===== src/adcc2_pkg.sv =====
`default_nettype none

package adcc2_pkg;

  // Register map (plain port, byte offsets)
  localparam logic [7:0] CTL2_OFFSET         = 8'h02;
  localparam logic [7:0] CONV_FLAG_LO_OFFSET = 8'h20;
  localparam logic [7:0] CONV_FLAG_HI_OFFSET = 8'h21;
  localparam logic [7:0] PWR_STAT_OFFSET     = 8'h22;

  // Control register two field positions
  localparam int POWER_ON_BIT      = 7;
  localparam int FAST_CLEAR_BIT    = 6;
  localparam int WAIT_PD_BIT       = 5;
  localparam int LEVEL_SEL_BIT     = 4;
  localparam int POLARITY_BIT      = 3;
  localparam int TRIG_ENABLE_BIT   = 2;
  localparam int IRQ_ENABLE_BIT    = 1;
  localparam int IRQ_FLAG_BIT      = 0;

  // Power status register field positions
  localparam int PWR_VALID_BIT     = 0;
  localparam int PWR_SUSPECT_BIT   = 1;
  localparam int PWR_ANALOG_BIT    = 2;

  localparam logic [7:0] CTL2_RESET = 8'h00;

  // Number of result slots and conversion-complete flags
  localparam int NUM_CHANNELS = 16;
  localparam int CHAN_W       = 4;

  // Analog recovery time after power-up, counted at the system clock
  localparam int CLK_MHZ       = 25;
  localparam int RECOVERY_NS   = 20000;
  localparam int RECOVERY_CYC  = (RECOVERY_NS * CLK_MHZ + 999) / 1000;
  localparam int REC_W         = $clog2(RECOVERY_CYC + 1);

endpackage

`default_nettype wire


===== src/adcc2_trig_if.sv =====
`timescale 1ns/1ps
`default_nettype none

interface adcc2_trig_if;
  logic trig_pin;
  logic level_sel;
  logic polarity;
  logic enable;
  logic seq_busy;
  logic start_req;

  modport ctrl (
    output trig_pin,
    output level_sel,
    output polarity,
    output enable,
    output seq_busy,
    input  start_req
  );

  modport detect (
    input  trig_pin,
    input  level_sel,
    input  polarity,
    input  enable,
    input  seq_busy,
    output start_req
  );
endinterface

`default_nettype wire

===== src/adcc2_ctrl.sv =====
//What this block does
// - Any write to control register two aborts the sequence and never starts one.
// - Power bit 7 off powers down; after power-up wait recovery before valid.
// - Fast clear off: flag clears on status-one read then result read.
// - Fast clear on: any result access clears that result's complete flag.
// - Wait power-down bit 5: run in wait, or halt and power down.
// - Leaving wait resumes halted conversion; that result is marked suspect.
// - Sensitivity bit 4 picks edge at 0, level at 1.
// - Polarity bit 3 picks falling/low at 0, rising/high at 1.
// - Enable bit 2 gates trigger; channel source enables its input buffer.
// - An enabled trigger starts conversion three clocks after the external event, past a two-stage synchroniser.
// - Interrupt enable bit 1 raises a request whenever the flag is set.
// - Flag bit 0 mirrors sequence complete when enabled, else reads zero.
// - Writes to flag bit 0 have no effect; it is derived.
//
// The strobed register port was left to the implementer.
`timescale 1ns/1ps
`default_nettype none

module adcc2_ctrl (
  // Clock and reset
  input  wire logic                                  clk_sys,
  input  wire logic                                  rst_n,
  // Register port
  input  wire logic [7:0]                            reg_addr,
  input  wire logic [7:0]                            reg_wdata,
  input  wire logic                                  reg_wr,
  input  wire logic                                  reg_rd,
  output logic      [7:0]                            reg_rdata,
  // Sequencer side
  input  wire logic                                  seq_busy,
  input  wire logic                                  sequence_complete_flag,
  input  wire logic                                  conv_done,
  input  wire logic [adcc2_pkg::CHAN_W-1:0]          conv_idx,
  output logic                                       seq_abort,
  output logic                                       seq_start,
  output logic                                       conv_halt,
  // Result and status access
  input  wire logic                                  status_one_read,
  input  wire logic                                  result_access,
  input  wire logic                                  result_is_read,
  input  wire logic [adcc2_pkg::CHAN_W-1:0]          result_idx,
  output logic      [adcc2_pkg::NUM_CHANNELS-1:0]    conversion_complete_flag,
  // Power and mode
  input  wire logic                                  wait_mode,
  output logic                                       analog_power_en,
  output logic                                       conversions_valid,
  output logic                                       resumed_suspect,
  // External trigger
  input  wire logic                                  trigger_inputs,
  input  wire logic                                  trig_src_is_channel,
  input  wire logic [adcc2_pkg::CHAN_W-1:0]          trig_channel,
  output logic      [adcc2_pkg::NUM_CHANNELS-1:0]    input_buffer_en,
  // Interrupt request
  output logic                                       irq_req
);

  typedef struct packed {
    logic                                   converter_power_on;
    logic                                   fast_flag_clear;
    logic                                   wait_power_down;
    logic                                   trigger_level_select;
    logic                                   trigger_polarity;
    logic                                   trigger_enable_bit;
    logic                                   sequence_irq_enable;
    logic [7:0]                             rdata;
    logic [adcc2_pkg::NUM_CHANNELS-1:0]     cflag;
    logic [adcc2_pkg::NUM_CHANNELS-1:0]     armed;
    logic [adcc2_pkg::REC_W-1:0]            rec_cnt;
    logic                                   pwr_prev;
    logic                                   halt_prev;
    logic                                   valid;
    logic                                   suspect;
    logic                                   abort;
    logic                                   start;
  } adcc2_state_s;

  adcc2_state_s                        st_q;
  adcc2_state_s                        st_d;
  logic                                ctl_wr;
  logic                                halt_now;
  logic                                pwr_now;
  logic                                sequence_irq_flag;
  logic [adcc2_pkg::NUM_CHANNELS-1:0]  cflag_set;
  logic [adcc2_pkg::NUM_CHANNELS-1:0]  cflag_clr;

  adcc2_trig_if trig_bus ();

  function automatic logic [adcc2_pkg::NUM_CHANNELS-1:0] onehot(input logic [adcc2_pkg::CHAN_W-1:0] idx);
    logic [adcc2_pkg::NUM_CHANNELS-1:0] v;
    v      = '0;
    v[idx] = 1'b1;
    return v;
  endfunction

  function automatic logic [7:0] ctl_image(input adcc2_state_s s, input logic flag);
    logic [7:0] v;
    v                               = adcc2_pkg::CTL2_RESET;
    v[adcc2_pkg::POWER_ON_BIT]      = s.converter_power_on;
    v[adcc2_pkg::FAST_CLEAR_BIT]    = s.fast_flag_clear;
    v[adcc2_pkg::WAIT_PD_BIT]       = s.wait_power_down;
    v[adcc2_pkg::LEVEL_SEL_BIT]     = s.trigger_level_select;
    v[adcc2_pkg::POLARITY_BIT]      = s.trigger_polarity;
    v[adcc2_pkg::TRIG_ENABLE_BIT]   = s.trigger_enable_bit;
    v[adcc2_pkg::IRQ_ENABLE_BIT]    = s.sequence_irq_enable;
    v[adcc2_pkg::IRQ_FLAG_BIT]      = flag;
    return v;
  endfunction

  assign ctl_wr   = reg_wr & (reg_addr == adcc2_pkg::CTL2_OFFSET);
  assign halt_now = wait_mode & st_q.wait_power_down;
  assign pwr_now  = st_q.converter_power_on & ~halt_now;

  assign sequence_irq_flag = st_q.sequence_irq_enable & sequence_complete_flag;

  assign trig_bus.trig_pin  = trigger_inputs;
  assign trig_bus.level_sel = st_q.trigger_level_select;
  assign trig_bus.polarity  = st_q.trigger_polarity;
  assign trig_bus.enable    = st_q.trigger_enable_bit;
  assign trig_bus.seq_busy  = seq_busy;

  adcc2_trig_detect u_trig_detect (
    .clk_sys (clk_sys),
    .rst_n   (rst_n),
    .trig    (trig_bus.detect)
  );

  // Flag set and clear terms for the conversion-complete flags
  always_comb begin
    cflag_set = conv_done ? onehot(conv_idx) : '0;
    cflag_clr = '0;
    if (result_access) begin
      if (st_q.fast_flag_clear) begin
        cflag_clr = onehot(result_idx);
      end else if (result_is_read) begin
        cflag_clr = onehot(result_idx) & st_q.armed;
      end
    end
  end

  always_comb begin
    st_d = st_q;

    if (ctl_wr) begin
      // Flag bit is derived, so bit 0 of the write data is dropped
      st_d.converter_power_on   = reg_wdata[adcc2_pkg::POWER_ON_BIT];
      st_d.fast_flag_clear      = reg_wdata[adcc2_pkg::FAST_CLEAR_BIT];
      st_d.wait_power_down      = reg_wdata[adcc2_pkg::WAIT_PD_BIT];
      st_d.trigger_level_select = reg_wdata[adcc2_pkg::LEVEL_SEL_BIT];
      st_d.trigger_polarity     = reg_wdata[adcc2_pkg::POLARITY_BIT];
      st_d.trigger_enable_bit   = reg_wdata[adcc2_pkg::TRIG_ENABLE_BIT];
      st_d.sequence_irq_enable  = reg_wdata[adcc2_pkg::IRQ_ENABLE_BIT];
    end

    st_d.abort = ctl_wr;
    // Trigger start is suppressed in the write cycle, so a write never launches a sequence
    st_d.start = trig_bus.start_req & ~ctl_wr & pwr_now & ~seq_busy;

    // Set wins over clear for the same flag in the same cycle
    st_d.cflag = (st_q.cflag & ~cflag_clr) | cflag_set;
    st_d.armed = st_q.armed & ~cflag_clr & ~cflag_set;
    if (status_one_read) begin
      st_d.armed = (st_q.armed & ~cflag_clr) | st_q.cflag;
    end

    // Recovery timer restarts on every power-up edge, including wait exit
    st_d.pwr_prev = pwr_now;
    if (!pwr_now) begin
      st_d.valid   = 1'b0;
      st_d.rec_cnt = '0;
    end else if (!st_q.pwr_prev) begin
      st_d.valid   = 1'b0;
      st_d.rec_cnt = adcc2_pkg::REC_W'(adcc2_pkg::RECOVERY_CYC);
    end else if (st_q.rec_cnt != '0) begin
      st_d.rec_cnt = st_q.rec_cnt - 1'b1;
      st_d.valid   = 1'b0;
    end else begin
      st_d.valid   = 1'b1;
    end

    // The conversion resumed after wait exit is flagged so software can drop it
    st_d.halt_prev = halt_now;
    if (st_q.halt_prev && !halt_now) begin
      st_d.suspect = 1'b1;
    end else if (conv_done) begin
      st_d.suspect = 1'b0;
    end

    st_d.rdata = 8'h00;
    if (reg_rd) begin
      unique case (reg_addr)
        adcc2_pkg::CTL2_OFFSET: begin
          st_d.rdata = ctl_image(st_q, sequence_irq_flag);
        end
        adcc2_pkg::CONV_FLAG_LO_OFFSET: begin
          st_d.rdata = st_q.cflag[7:0];
        end
        adcc2_pkg::CONV_FLAG_HI_OFFSET: begin
          st_d.rdata = st_q.cflag[15:8];
        end
        adcc2_pkg::PWR_STAT_OFFSET: begin
          st_d.rdata                             = 8'h00;
          st_d.rdata[adcc2_pkg::PWR_VALID_BIT]   = st_q.valid;
          st_d.rdata[adcc2_pkg::PWR_SUSPECT_BIT] = st_q.suspect;
          st_d.rdata[adcc2_pkg::PWR_ANALOG_BIT]  = pwr_now;
        end
        default: begin
          st_d.rdata = 8'h00;
        end
      endcase
    end
  end

  always_ff @(posedge clk_sys or negedge rst_n) begin
    if (!rst_n) begin
      st_q <= '0;
    end else begin
      st_q <= st_d;
    end
  end

  // Input buffer is needed only when an analog channel serves as trigger
  always_comb begin
    input_buffer_en = '0;
    if (st_q.trigger_enable_bit && trig_src_is_channel) begin
      input_buffer_en = onehot(trig_channel);
    end
  end

  assign reg_rdata                = st_q.rdata;
  assign seq_abort                = st_q.abort;
  assign seq_start                = st_q.start;
  assign conv_halt                = halt_now;
  assign conversion_complete_flag = st_q.cflag;
  assign analog_power_en          = pwr_now;
  assign conversions_valid        = st_q.valid;
  assign resumed_suspect          = st_q.suspect;
  assign irq_req                  = sequence_irq_flag;

endmodule

`default_nettype wire


===== src/adcc2_trig_detect.sv =====
`timescale 1ns/1ps
`default_nettype none

module adcc2_trig_detect (
  // Clock and reset
  input  wire logic     clk_sys,
  input  wire logic     rst_n,
  // Trigger configuration and request
  adcc2_trig_if.detect  trig
);

  typedef struct packed {
    logic sync1;
    logic sync2;
    logic prev;
  } adcc2_det_s;

  adcc2_det_s st_q;
  adcc2_det_s st_d;
  logic       edge_hit;
  logic       level_hit;

  always_comb begin
    st_d       = st_q;
    st_d.sync1 = trig.trig_pin;
    st_d.sync2 = st_q.sync1;
    st_d.prev  = st_q.sync2;
  end

  always_ff @(posedge clk_sys or negedge rst_n) begin
    if (!rst_n) begin
      st_q <= '0;
    end else begin
      st_q <= st_d;
    end
  end

  // Edge from two successive synchronised samples
  always_comb begin
    edge_hit  = trig.polarity ? (st_q.sync2 & ~st_q.prev) : (~st_q.sync2 & st_q.prev);
    // Level keeps requesting while active, but only when the sequencer is idle
    level_hit = (st_q.sync2 == trig.polarity) & ~trig.seq_busy;
  end

  assign trig.start_req = trig.enable & (trig.level_sel ? level_hit : edge_hit);

endmodule

`default_nettype wire


===== config.mk =====
export PLATFORM = sky130hd
export DESIGN_NAME = adcc2_ctrl
export DESIGN_NICKNAME = d
export VERILOG_FILES = /design/src/adcc2_pkg.sv /design/src/adcc2_trig_if.sv /design/src/adcc2_ctrl.sv /design/src/adcc2_trig_detect.sv
export SDC_FILE = /design/constraint.sdc
export NUM_CORES = 1
export LEC_CHECK = 0
export BUFFER_PORTS_ARGS = -buffer_cell sky130_fd_sc_hd__buf_2
export CORE_UTILIZATION = 30
export CTS_CLUSTER_DIAMETER = 150
export DETAILED_ROUTE_END_ITERATION = 10
export PLACE_DENSITY = 0.58
export SYNTH_ARGS = -nofsm -noshare
export SYNTH_HDL_FRONTEND = slang
export SYNTH_SLANG_ARGS = --single-unit

===== constraint.sdc =====
create_clock -name clk_sys -period 3.6 [get_ports clk_sys]
set_input_delay 0.72 -clock clk_sys [delete_from_list [all_inputs] [get_ports clk_sys]]
set_output_delay 0.72 -clock clk_sys [all_outputs]
set_load 0.02 [all_outputs]

==> flow_results.org, run 1 <==
** Pwr
- Sequential Power Share :: 47.1%
- Cell Int Power :: 1.25 mW
- Leakage power :: 1.82 nW
- IR analysis of the VDD net gives a maximum drop of 0.000285 V.
- Combinational Power Share :: 18.3%
- Power density cells :: 460 mW/mm^2
- Proportion of total power due to net switching :: 30.9%
- Clock group share of total power :: 34.7%
- The analysis attributes to net switching a power of 0.559 mW.

** Layout
- After the last flow step, the layout net total stands at 468.
- Most common library cell in the layout ignoring fill and taps :: sky130_fd_sc_hd__buf_2
- Area of all placed cells without fillers :: 0.00393 sq mm
- The number of antenna diodes in the final layout is 0.
- Cells fill 36.3% of the core in the end.
- Compared with the post-synthesis result, the final layout area differs by 18.0%.
- Top library cells by usage in the layout, fill and taps aside :: sky130_fd_sc_hd__buf_2 (86), sky130_fd_sc_hd__dfrtp_1 (65), sky130_fd_sc_hd__nand2_1 (41)
- Layout cells sized above 1 :: 29.5%

** Synth
- Number of synthesized flops with an enable pin :: 0
- Among all flip-flop cells after synthesis, the most frequent one is sky130_fd_sc_hd__dfrtp_1.
- Synthesis produced a netlist with a net count of 403.
- Mapped Area :: 0.00333 sq mm
- Sequential area share after synthesis :: 48.8%
- Distinct cells, synth :: 42
- Counting flops and latches in the post-synthesis netlist gives 65.
- During synthesis, Yosys emitted a total of 0 warnings.
- In the synthesized netlist the async set-or-reset flop fraction comes to 100%.
- Number of instances in the synthesized netlist :: 361
- Avg Cell Area, Syn :: 9.23 sq um

** Setup path
- Critical path type :: input pin to output port
- Flop2flop setup slack :: 1.75 ns
- Critical Path RT :: 2.88 ns
- In this run the worst path has a maximum fanout of 4.
- STA classifies the critical path endpoint as an output port.
- STA classifies the critical path startpoint as an input pin.
- Traced cell by cell, the critical path runs through buf_2 > or3_1 > nor3_1 > buf_2.
- STA puts the critical path data arrival time at 1.63 ns.
- The number of cells on the worst reg-to-reg path is 4.
- In this run the critical register-to-register path is captured at st_q[11].
- Reg-to-reg startpoint :: st_q[11]
- On the critical path, the stage with the largest delay is an instance of sky130_fd_sc_hd__or3_1.
- Critical Path Max Stage Delay :: 0.44 ns
- The most numerous cell type found on the critical path is sky130_fd_sc_hd__buf_2.

** Clock network
- For this design, the sink count on the clock tree is 65.
- Post-CTS resize count :: 0
- Buffers inserted to repair hold after CTS numbered 0.
- The root buffer cell chosen for the clock tree is sky130_fd_sc_hd__clkbuf_8.
- CTS built an H-tree with a depth of 3.
- TritonCTS built the clock tree.
- In this run the post-CTS setup repair buffer count came out at 0.
- Clock Pin Slew Worst Setup and Hold Paths :: 0.07 ns
- Worst-Skew Late Latency :: 0.35 ns
- CTS buffer count :: 9
- No sink is reached through more buffers than the 2 on the longest clock path.

** STA
- In this run the tightest slew margin relative to its limit is 48.7%.
- Worst Hold Margin :: 0.353 ns
- Static timing analysis puts the maximum clock frequency at 426 MHz.
- Once routing completed, OpenROAD measured the worst setup slack at 1.25 ns.
- In the finished design, the share of the clock period the worst path needs comes to 65.2%.
- The hold violation total from the final report came to 0.
- For the final routed database, the setup TNS stands at 0 ns.
- At the pin with the least slew margin, the transition time is 0.769 ns.
- The final number of max-transition violations is 0.
- Number of endpoints failing setup at the final stage :: 0
- Between clock sinks in the finished design, the worst skew comes to 0.00617 ns.
- Setup repair after global routing left no endpoint under its margin.
- Final critical-path required period :: 2.35 ns

** Global routing
- The initial antenna violation count was 0.
- Entering global routing, the biggest net connects 35 pins.
- Vias in the first global route :: 2,868
- Overflow left after global routing :: 0
- Global Route Usage Sum :: 16.8%
- Global-route wire length before repair :: 14.6 mm

** Detailed routing
- Detailed-route via count :: 2,878
- Using the TritonRoute via totals, the vias-per-cell ratio works out to 5.04.
- The first routing iteration left 181 violations.
- Remaining design rule violation count :: 0
- For this block, the routed nets add up to 9.27 mm of wire.
- Remaining number of nets flagged by the antenna check after routing :: 0
- Drt pass-1 iters :: 5
- Detailed-route wire length per cell :: 16.2 um

** Min path
- The worst hold path belongs to the class flop to flop.
- Worst hold start :: u_trig_detect.st_d[1]
- Counting instances, the worst hold path has a depth of 0.
- Worst Hold Endpoint :: u_trig_detect.st_d[0]

** Placed design
- Before CTS, the worst setup slack after placement is 1.21 ns.
- After detailed placement, the total cell area comes to 0.00373 sq mm.
- At the end of routability-driven placement, the weighted congestion stood at 0.844.
- Summed over all nets, the half-perimeter wirelength after detailed placement is 6.77 mm.
- Buffers placed on the I/O ports in this run total 86.

** Floorplanning
- Die extent in y :: 107 um
- Starting density of the core :: 30.7%
- Core box area :: 0.0108 sq mm
- Die width :: 107 um
- Die area :: 0.0115 sq mm
- The floorplan has 38 rows.
- In this run the count of I/O pins placed on the die edge is 88.

** Status
- The flow ran to the end, and the final reports show no timing, DRC or antenna violations.

** Flow run
- Number of max-cap violations :: 0
## critical path: cells and delay by family
family | cells | cell delay (ns)
and+or+nand+nor | 2 | 0.60
buffers and inverters | 2 | 0.31
## how the worst max path moves through the flow
stage | startpoint | endpoint | slack [ns] | depth (start not counted)
detailed placement | reg_addr[4] | reg_rdata[5] | 1.21 | 5
global placement | reg_addr[4] | reg_rdata[0] | 1.27 | 5
finish | trig_channel[3] | input_buffer_en[0] | 1.25 | 4
floorplan | trig_channel[3] | input_buffer_en[0] | 1.27 | 2
CTS | trig_bus.enable | input_buffer_en[0] | 1.23 | 4
global route | trig_bus.enable | input_buffer_en[0] | 1.15 | 4
## cells by family after synthesis
family                     synth area share [%]
and+or+nand+nor                            21.0
AOI/OAI and AO/OA                          15.5
DFF                                        48.8
buffers and inverters                      8.68
muxes                                      4.06
xor gates and xnor gates                   1.58
adders and majority gates                 0.376
## flip-flops by register name, summed over array words and instances, names as in the netlist
| name | count |
|---|---|
| trig_bus.enable | 1 |
| u_trig_detect.st_d | 2 |
| resumed_suspect | 1 |
| conversion_complete_flag | 16 |
| st_q | 31 |
| conversions_valid | 1 |
| trig_bus.level_sel | 1 |
| trig_bus.polarity | 1 |
| seq_start | 1 |
| u_trig_detect.st_q | 1 |
| seq_abort | 1 |
| reg_rdata | 8 |
## metrics by stage
stage	instances	total power, mW
3_3_place_gp	555	1.19
5_1_grt	571	1.89
6_report	571	1.81
3_5_place_dp	555	1.19
4_1_cts	571	1.82
2_1_floorplan	361	1.10
## synthesized netlist by cell type, drive strengths merged, types with 2 or more instances
cell / n / area (sq um)
nor2b: 3 / 18.8
inv: 19 / 71.3
o31ai: 3 / 22.5
mux2: 12 / 135
xor2: 2 / 17.5
o22ai: 9 / 56.3
dfrtp: 65 / 1630
o211ai: 3 / 22.5
or2: 2 / 12.5
or3: 3 / 23.8
clkbuf: 8 / 30.0
nor2: 32 / 120
or4: 5 / 45.0
nor3: 18 / 101
a21oi: 21 / 105
xnor2: 4 / 35.0
a22oi: 8 / 60.1
o32ai: 3 / 26.3
buf: 26 / 188
nand3: 7 / 47.6
o21ai: 38 / 194
nand2: 41 / 154
nand3b: 3 / 22.5
nand2b: 12 / 75.1
nor4: 4 / 37.5
## cell type report
cell class / instances / area [sq um]
clock buffer: 11 / 141
clock inverter: 5 / 55.1
fill: 1128 / 6910
inverter: 19 / 71.3
multi-input combinational: 243 / 1420
sequential: 65 / 1630
tap: 140 / 175
timing repair buffer: 88 / 445
## layer usage
metal | part of all wire [%] | track usage (%) | up-vias
met5 | 0 | 0 | -
met4 | 1.1 | 5.68 | 0
met3 | 7.0 | 4.18 | 11
met2 | 49 | 28.1 | 120
met1 | 43 | 21.3 | 1380
li1 | - | - | 1367
## power by group through the flow
stage | logic, mW | clock network [mW] | registers (mW)
2_1_floorplan | 0.260 | 0 | 0.842
3_3_place_gp | 0.325 | 0 | 0.863
3_5_place_dp | 0.331 | 0 | 0.864
4_1_cts | 0.332 | 0.640 | 0.851
5_1_grt | 0.364 | 0.670 | 0.860
6_report | 0.330 | 0.626 | 0.850
Note: power is estimated with default switching activity, not from simulation.
==> inputs of run 2 (changes only) <==
--- a/config.mk
+++ b/config.mk
@@ -9,7 +9,7 @@
 export CORE_UTILIZATION = 30
 export CTS_CLUSTER_DIAMETER = 150
 export DETAILED_ROUTE_END_ITERATION = 10
-export PLACE_DENSITY = 0.58
+export PLACE_DENSITY = 0.6
 export SYNTH_ARGS = -nofsm -noshare
 export SYNTH_HDL_FRONTEND = slang
 export SYNTH_SLANG_ARGS = --single-unit
==> constraint.sdc (replaced) <==
create_clock -name clk_sys -period 1.98 [get_ports clk_sys]
set_input_delay 0.396 -clock clk_sys [delete_from_list [all_inputs] [get_ports clk_sys]]
set_output_delay 0.396 -clock clk_sys [all_outputs]
set_load 0.02 [all_outputs]
==> flow_results.org, run 2 (synthesized netlist as in run 1, its figures left out) <==
** Min path
- The path class of the tightest hold or removal check is input pin to asynchronous set/reset pin.

** Layout
- The number of filler cells placed in the layout is 1,121 (-0.62%).
- Layout cells sized above 1 :: 29.7% (+0.26 points)
- The flip-flop count of the largest register after layout is 31 (unchanged).
- Count of nets after finishing :: 473 (+1.1%)
- Compared with the post-synthesis result, the final layout area differs by 18.6%.
- Top library cells by usage in the layout, fill and taps aside :: sky130_fd_sc_hd__buf_2 (86), sky130_fd_sc_hd__dfrtp_1 (65), sky130_fd_sc_hd__nand2_1 (41)
- Register with the highest flop count :: st_q
- Leaving out fill and tap cells, the most frequent cell in the layout is sky130_fd_sc_hd__buf_2.
- The antenna diode instance count is 0 (unchanged).

** Global routing
- Antenna violations before repair :: 0 (unchanged)
- Maximum number of pins on one net before global-route repair :: 66 (+89%)
- Global-route wire length before repair :: 14.4 mm (-1.8%)
- Overflow left after global routing :: 0 (unchanged)
- Vias in the first global route :: 2,768 (-3.5%)
- The combined global-route utilization of all metal layers is 16.8% (-0.033 points).

** Placed design
- Detail Placement HPWL :: 6.67 mm (-1.4%)
- Placer Congestion :: 0.863 (+2.2%)
- The port buffer count is 86 (unchanged).

** STA
- The final sum of negative setup slack came to 0 ns (unchanged).
- The relative slew slack was 63.8% (+15 points).
- The count of final setup violators was 0 (unchanged).
- FMAX :: 545 MHz
- The clock skew after layout is 0.00533 ns (-0.000843 ns).
- Share of the clock period used by the worst path after layout :: 92.7%
- Max Transition Viols Final :: 0 (unchanged)
- Unrepaired setup endpoints after global routing :: no
- Final critical-path required period :: 1.84 ns
- Hold Violations, Final :: 0 (unchanged)
- The hold slack came to 0.0511 ns (-0.302 ns).
- The slew at the pin closest to its max-slew limit was 0.544 ns (-0.225 ns).

** Pwr
- The internal power summed over all cells is 2.17 mW (+74%).
- The combinational fraction of design power was 19.2% (+0.9 points).
- The leakage power came to 1.84 nW (+1.2%).
- Worst IR Drop VDD :: 0.000400 V (+40%)
- Post-layout total power :: 3.16 mW (+75%)
- Net load switching power :: 0.981 mW (+75%)
- Clock group share of total power :: 31.8% (-2.9 points)
- The fraction of power consumed by sequential logic was 49.0% (+1.9 points).
- Power density cells :: 799 mW/mm^2 (+74%)
- Proportion of total power due to net switching :: 31.1% (+0.13 points)

** Floorplanning
- The top-level port count was 88 (unchanged).
- Core box area :: 0.0108 sq mm (unchanged)
- Total number of placement rows :: 38 (unchanged)
- Starting density of the core :: 30.7% (unchanged)
- The chip width is 107 um (unchanged).
- The floorplan die area came to 0.0115 sq mm (unchanged).
- The die height came to 107 um (unchanged).

** Clock network
- TritonCTS built the clock tree.
- H-tree levels :: 3 (unchanged)
- The number of buffers created by CTS was 9 (unchanged).
- The root buffer cell chosen for the clock tree is sky130_fd_sc_hd__clkbuf_8.
- The maximum root-to-sink buffer count came to 2 (unchanged).
- The post-CTS clock slew at the launch and capture registers of the worst setup and hold paths is 0.06 ns (about the same).
- The number of clock sinks seen by CTS was 65 (unchanged).
- The hold-fix buffer count after cts was 0 (unchanged).
- The clock latency reported for the late side of the worst-skew pair is 0.35 ns (about the same).

** Detailed routing
- The final routed DRC violation total came to 0 (unchanged).
- The remaining antenna violation count is 0 (unchanged).
- Detailed-route wire length :: 9.27 mm (about the same)
- Drt pass-1 iters :: 4 (-1)
- Detailed-route via count :: 2,889 (+0.38%)
- The via density per instance was 5.03 (-0.14%).
- Detailed-route wire length per cell :: 16.1 um (-0.51%)
- Initial drt markers :: 168 (-7.2%)

** Setup path
- Data arrival, critical path :: 2.06 ns (+0.43 ns)
- Critical Path RT :: 2.20 ns (-0.68 ns)
- The largest fanout on the critical path is 5 (+1).
- Critical path type :: flop to flop
- Endpoint kind of the worst setup timing path :: flop
- Launching element type of the critical path :: flop

** Status
- Run status :: finished, final reports clean

** Flow run
- Number of max-cap violations :: 0 (unchanged)
-- run 2: changes by cell type in the layout (fill, tap and decap cells not counted), moves of 2 or more --
cell,previous run,this run
sky130_fd_sc_hd__buf_4,2,6
sky130_fd_sc_hd__clkbuf_1,1,3
sky130_fd_sc_hd__clkinv_2,2,0
sky130_fd_sc_hd__clkinvlp_4,2,0
-- run 2: path summary, 6_finish.rpt --
kind                                             from                    end  slack, ns  cells after the start
worst max-delay path                         st_q[11]               st_q[10]       0.14                      4
worst min-delay path                            rst_n                st_q[9]       0.05                      2
worst max register to register               st_q[11]               st_q[10]       0.14                      4
worst min register to register  u_trig_detect.st_d[1]  u_trig_detect.st_d[0]       0.35                      0
max in group asynchronous                       rst_n              seq_start       1.64                      2
min in group clk_sys                   trigger_inputs  u_trig_detect.st_d[1]       0.15                      1
-- run 2: worst max-delay path: stages, from the launching register on --
cell and delay, ns:
sky130_fd_sc_hd__dfrtp_1 0.41, sky130_fd_sc_hd__or4_4 0.56, sky130_fd_sc_hd__or3_1 0.40, sky130_fd_sc_hd__o21ai_2 0.27, sky130_fd_sc_hd__a21oi_1 0.07
-- run 2: power by group through the flow --
stage / clock (mW) / combinational [mW] / sequential, mW
final: 1.00 / 0.606 / 1.55
after global routing: 1.09 / 0.670 / 1.56
after CTS: 1.03 / 0.611 / 1.54
after detailed placement: 0 / 0.606 / 1.57
after global placement: 0 / 0.598 / 1.56
after floorplan: 0 / 0.474 / 1.53
-- run 2: what timing repair did --
item,CTS,global route
buffers inserted,1,0
pin swaps,0,0
setup endpoints to repair,1,1
gates cloned,0,0
gates resized for setup,0,1
-- run 2: stage by stage --
step                utilization [%]  cell area [sq um]  cells  setup WS [ns]
global placement               34.8               3780    559         0.0671
finish                         36.4               3950    574          0.144
CTS                            36.4               3950    574         0.0762
floorplan                         -               3330    361          0.213
detailed placement             34.8               3780    559         0.0407
global route                   36.4               3950    574         0.0364
-- run 2: layout make-up --
type / count / area, sq um / area share (%)
flip-flops and latches: 65 / 1630 / 41.2
inverters: 19 / 71.3 / 1.80
clock buffers: 14 / 163 / 4.12
multi-input cells: 243 / 1420 / 35.9
well taps: 140 / 175 / 4.43
repair buffers: 93 / 495 / 12.5
-- run 2: metal layers --
layer / GRT usage [%] / up-vias / share of wire [%]
met5: 0 / - / 0
met4: 5.77 / 0 / 1.4
met3: 5.75 / 10 / 6.3
met1: 20.9 / 1402 / 45
met2: 27.1 / 102 / 48
li1: - / 1375 / -
==> inputs of run 3 (changes only) <==
--- a/config.mk
+++ b/config.mk
@@ -6,10 +6,12 @@
 export NUM_CORES = 1
 export LEC_CHECK = 0
 export BUFFER_PORTS_ARGS = -buffer_cell sky130_fd_sc_hd__buf_2
+export CAP_MARGIN = 20
 export CORE_UTILIZATION = 30
 export CTS_CLUSTER_DIAMETER = 150
 export DETAILED_ROUTE_END_ITERATION = 10
 export PLACE_DENSITY = 0.6
+export SETUP_SLACK_MARGIN = 0.5
 export SYNTH_ARGS = -nofsm -noshare
 export SYNTH_HDL_FRONTEND = slang
 export SYNTH_SLANG_ARGS = --single-unit
==> flow_results.org, run 3 (synthesized netlist as in run 1, its figures left out) <==
** STA
- The maximum frequency from static timing analysis came to 543 MHz (-0.32%).
- The clock skew after layout is 0.00644 ns (+0.00111 ns).
- The final period utilization is 93.0% (+0.29 points).
- Number of endpoints failing setup at the final stage :: 0 (unchanged)
- Hold Violations, Final :: 0 (unchanged)
- Unrepaired setup endpoints after global routing :: yes
- The minimum period implied by the final worst setup slack was 1.84 ns (+0.00582 ns).
- The setup slack after layout came to 0.138 ns (-0.00582 ns).
- Worst-case headroom to the max-slew limit :: 69.7% (+5.9 points)
- Worst Hold Margin :: 0.0444 ns (-0.00667 ns)
- The slew at the pin closest to its max-slew limit came to 0.451 ns (-0.0923 ns).
- Max Transition Viols Final :: 0 (unchanged)
- The final sum of negative setup slack came to 0 ns (unchanged).

** Floorplanning
- The chip width came to 107 um (unchanged).
- Boundary Pins :: 88 (unchanged)
- Die extent in y :: 107 um (unchanged)
- Total number of placement rows :: 38 (unchanged)
- The total core area was 0.0108 sq mm (unchanged).
- Starting density of the core :: 30.7% (unchanged)
- The floorplan die area is 0.0115 sq mm (unchanged).

** Placed design
- Dpl ws :: 0.0376 ns (-0.00305 ns)
- The half-perimeter wire length after placement was 6.82 mm (+2.2%).
- The port buffer count came to 86 (unchanged).
- The total placed instance area is 0.00386 sq mm (+2.3%).
- Total instance count after detailed placement :: 560 (+0.18%)
- Placer Congestion :: 0.839 (-2.8%)

** Layout
- The finished layout cell area came to 0.00445 sq mm (+13%).
- Register with the highest flop count :: st_q
- Count of nets after finishing :: 490 (+3.6%)
- Synth-to-layout area growth :: 33.5%
- Antenna cell count :: 0 (unchanged)
- The flip-flop count of the largest register after layout came to 31 (unchanged).
- The count of non-filler cells in the finished layout is 593 (+3.3%).
- Layout cells sized above 1 :: 41.7% (+12 points)
- Final core utilization :: 41.0% (+4.6 points)
- Most common library cell in the layout ignoring fill and taps :: sky130_fd_sc_hd__buf_2
- Top library cells by usage in the layout, fill and taps aside :: sky130_fd_sc_hd__buf_2 (67), sky130_fd_sc_hd__dfrtp_1 (63), sky130_fd_sc_hd__o21ai_0 (37), sky130_fd_sc_hd__nand2_1 (37), sky130_fd_sc_hd__buf_4 (28)

** Pwr
- The total power of the final layout was 3.46 mW (+9.7%).
- The fraction of power consumed by sequential logic is 44.5% (-4.5 points).
- The switching power share of the total is 30.6% (-0.50 points).
- Combinational Power Share :: 20.1% (+0.9 points)
- Power density cells :: 779 mW/mm^2 (-2.5%)
- Cell Int Power :: 2.40 mW (+11%)
- The switching power is 1.06 mW (+7.9%).
- The clock network fraction of total power came to 35.4% (+3.6 points).
- Worst IR Drop VDD :: 0.000407 V (+1.9%)
- Leakage power :: 1.99 nW (+8.0%)

** Global routing
- Vias in the first global route :: 3,014 (+8.9%)
- Maximum number of pins on one net before global-route repair :: 66 (unchanged)
- Global-route wire length before repair :: 15.4 mm (+6.8%)
- Antenna violations before repair :: 0 (unchanged)
- Overflow left after global routing :: 0 (unchanged)
- The combined global-route utilization of all metal layers came to 17.5% (+0.73 points).

** Detailed routing
- Remaining number of nets flagged by the antenna check after routing :: 0 (unchanged)
- The total wirelength of the detailed-routed design came to 9.68 mm (+4.4%).
- The starting DRC count in detailed routing was 124 (-26%).
- The via density per instance came to 4.99 (-0.93%).
- The final routed DRC violation total is 0 (unchanged).
- The total vias in the final route came to 2,957 (+2.4%).
- Detailed-route wire length per cell :: 16.3 um (+1.1%)
- Drt pass-1 iters :: 4 (unchanged)

** Clock network
- The post-CTS clock slew at the launch and capture registers of the worst setup and hold paths is 0.07 ns (about the same).
- Cts hold-fix bufs :: 0 (unchanged)
- The number of buffers created by CTS came to 9 (unchanged).
- Worst-Skew Late Latency :: 0.35 ns (about the same)
- The maximum root-to-sink buffer count was 2 (unchanged).
- TritonCTS built the clock tree.
- CTS root buffer :: sky130_fd_sc_hd__clkbuf_8
- H-tree levels :: 3 (unchanged)
- Number of sinks on the clock net :: 65 (unchanged)

** Setup path
- The delay of the slowest cell on the worst path came to 0.39 ns (-0.17 ns).
- The worst endpoint required time was 1.58 ns (-0.62 ns).
- The signal arrival time at the worst endpoint came to 1.45 ns (-0.61 ns).
- Endpoint kind of the worst setup timing path :: output port
- Launching element type of the critical path :: flop
- Traced cell by cell, the critical path runs through nand2_1 > or3_4 > nor3_4 > buf_6.
- Critical path type :: flop to output port
- Reg-to-reg startpoint :: st_q[11]
- The slowest stage of the critical path is the sky130_fd_sc_hd__or3_4 cell.
- Crit Path Max Fanout :: 4 (-1)
- Tracing the worst setup path back leads to its startpoint at trig_bus.enable.

** Status
- Run status :: finished, final reports clean

** Min path
- The min-delay analysis places its worst path in the category input pin to asynchronous set/reset pin.

** Flow run
- Number of max-cap violations :: 0 (unchanged)
## run 3: cell count changes in the layout (fill, tap and decap cells not counted), sizes merged
cell	change
buf	+16
clkbuf	-5
clkinv	+5
bufinv	+2
nand3	+1
## run 3: what timing repair did
| item | CTS | global route |
|---|---|---|
| buffers inserted | 15 | 1 |
| pin swaps | 14 | 19 |
| gates cloned | 1 | 0 |
| endpoints found under the setup margin | 37 | 49 |
| resized for setup | 40 | 29 |
## run 3: path summary, 6_finish.rpt
kind	to	cells past startpoint	slack (ns)
min in group clk_sys	u_trig_detect.st_d[1]	1	0.15
hold reg to reg	u_trig_detect.st_d[0]	0	0.36
setup reg to reg	st_q[8]	4	0.19
setup / recovery	input_buffer_en[0]	4	0.14
hold / removal	st_q[11]	2	0.04
max in group asynchronous	reg_rdata[7]	2	1.62
## run 3: per-layer routing
layer,GRT usage (%),up-vias,part of all wire [%]
met1,21.9,1424,43
met2,29.4,104,50
met5,0,-,0
met4,5.28,0,0.63
li1,-,1423,-
met3,4.90,6,5.6
## run 3: worst max-delay path, delay by kind of cell (launching register included)
kind | cells | cell delay [ns]
AND/OR/NAND/NOR | 3 | 0.60
buffers and inverters | 1 | 0.14
flip-flops | 1 | 0.36
## run 3: power groups by stage
stage / combinational, mW / clock (mW) / sequential (mW)
floorplan: 0.495 / 0 / 1.53
global placement: 0.624 / 0 / 1.56
detailed placement: 0.636 / 0 / 1.56
CTS: 0.680 / 1.25 / 1.54
global route: 0.758 / 1.31 / 1.56
finish: 0.696 / 1.23 / 1.54
## run 3: area by class of cell
cell class | count | area (sq um)
flip-flops and latches | 65 | 1630
clock inverters | 7 | 85.1
repair buffers | 109 | 712
fillers | 1075 | 6390
well taps | 140 | 175
multi-input cells | 244 | 1650
inverters | 19 | 73.8
clock buffers | 9 | 124
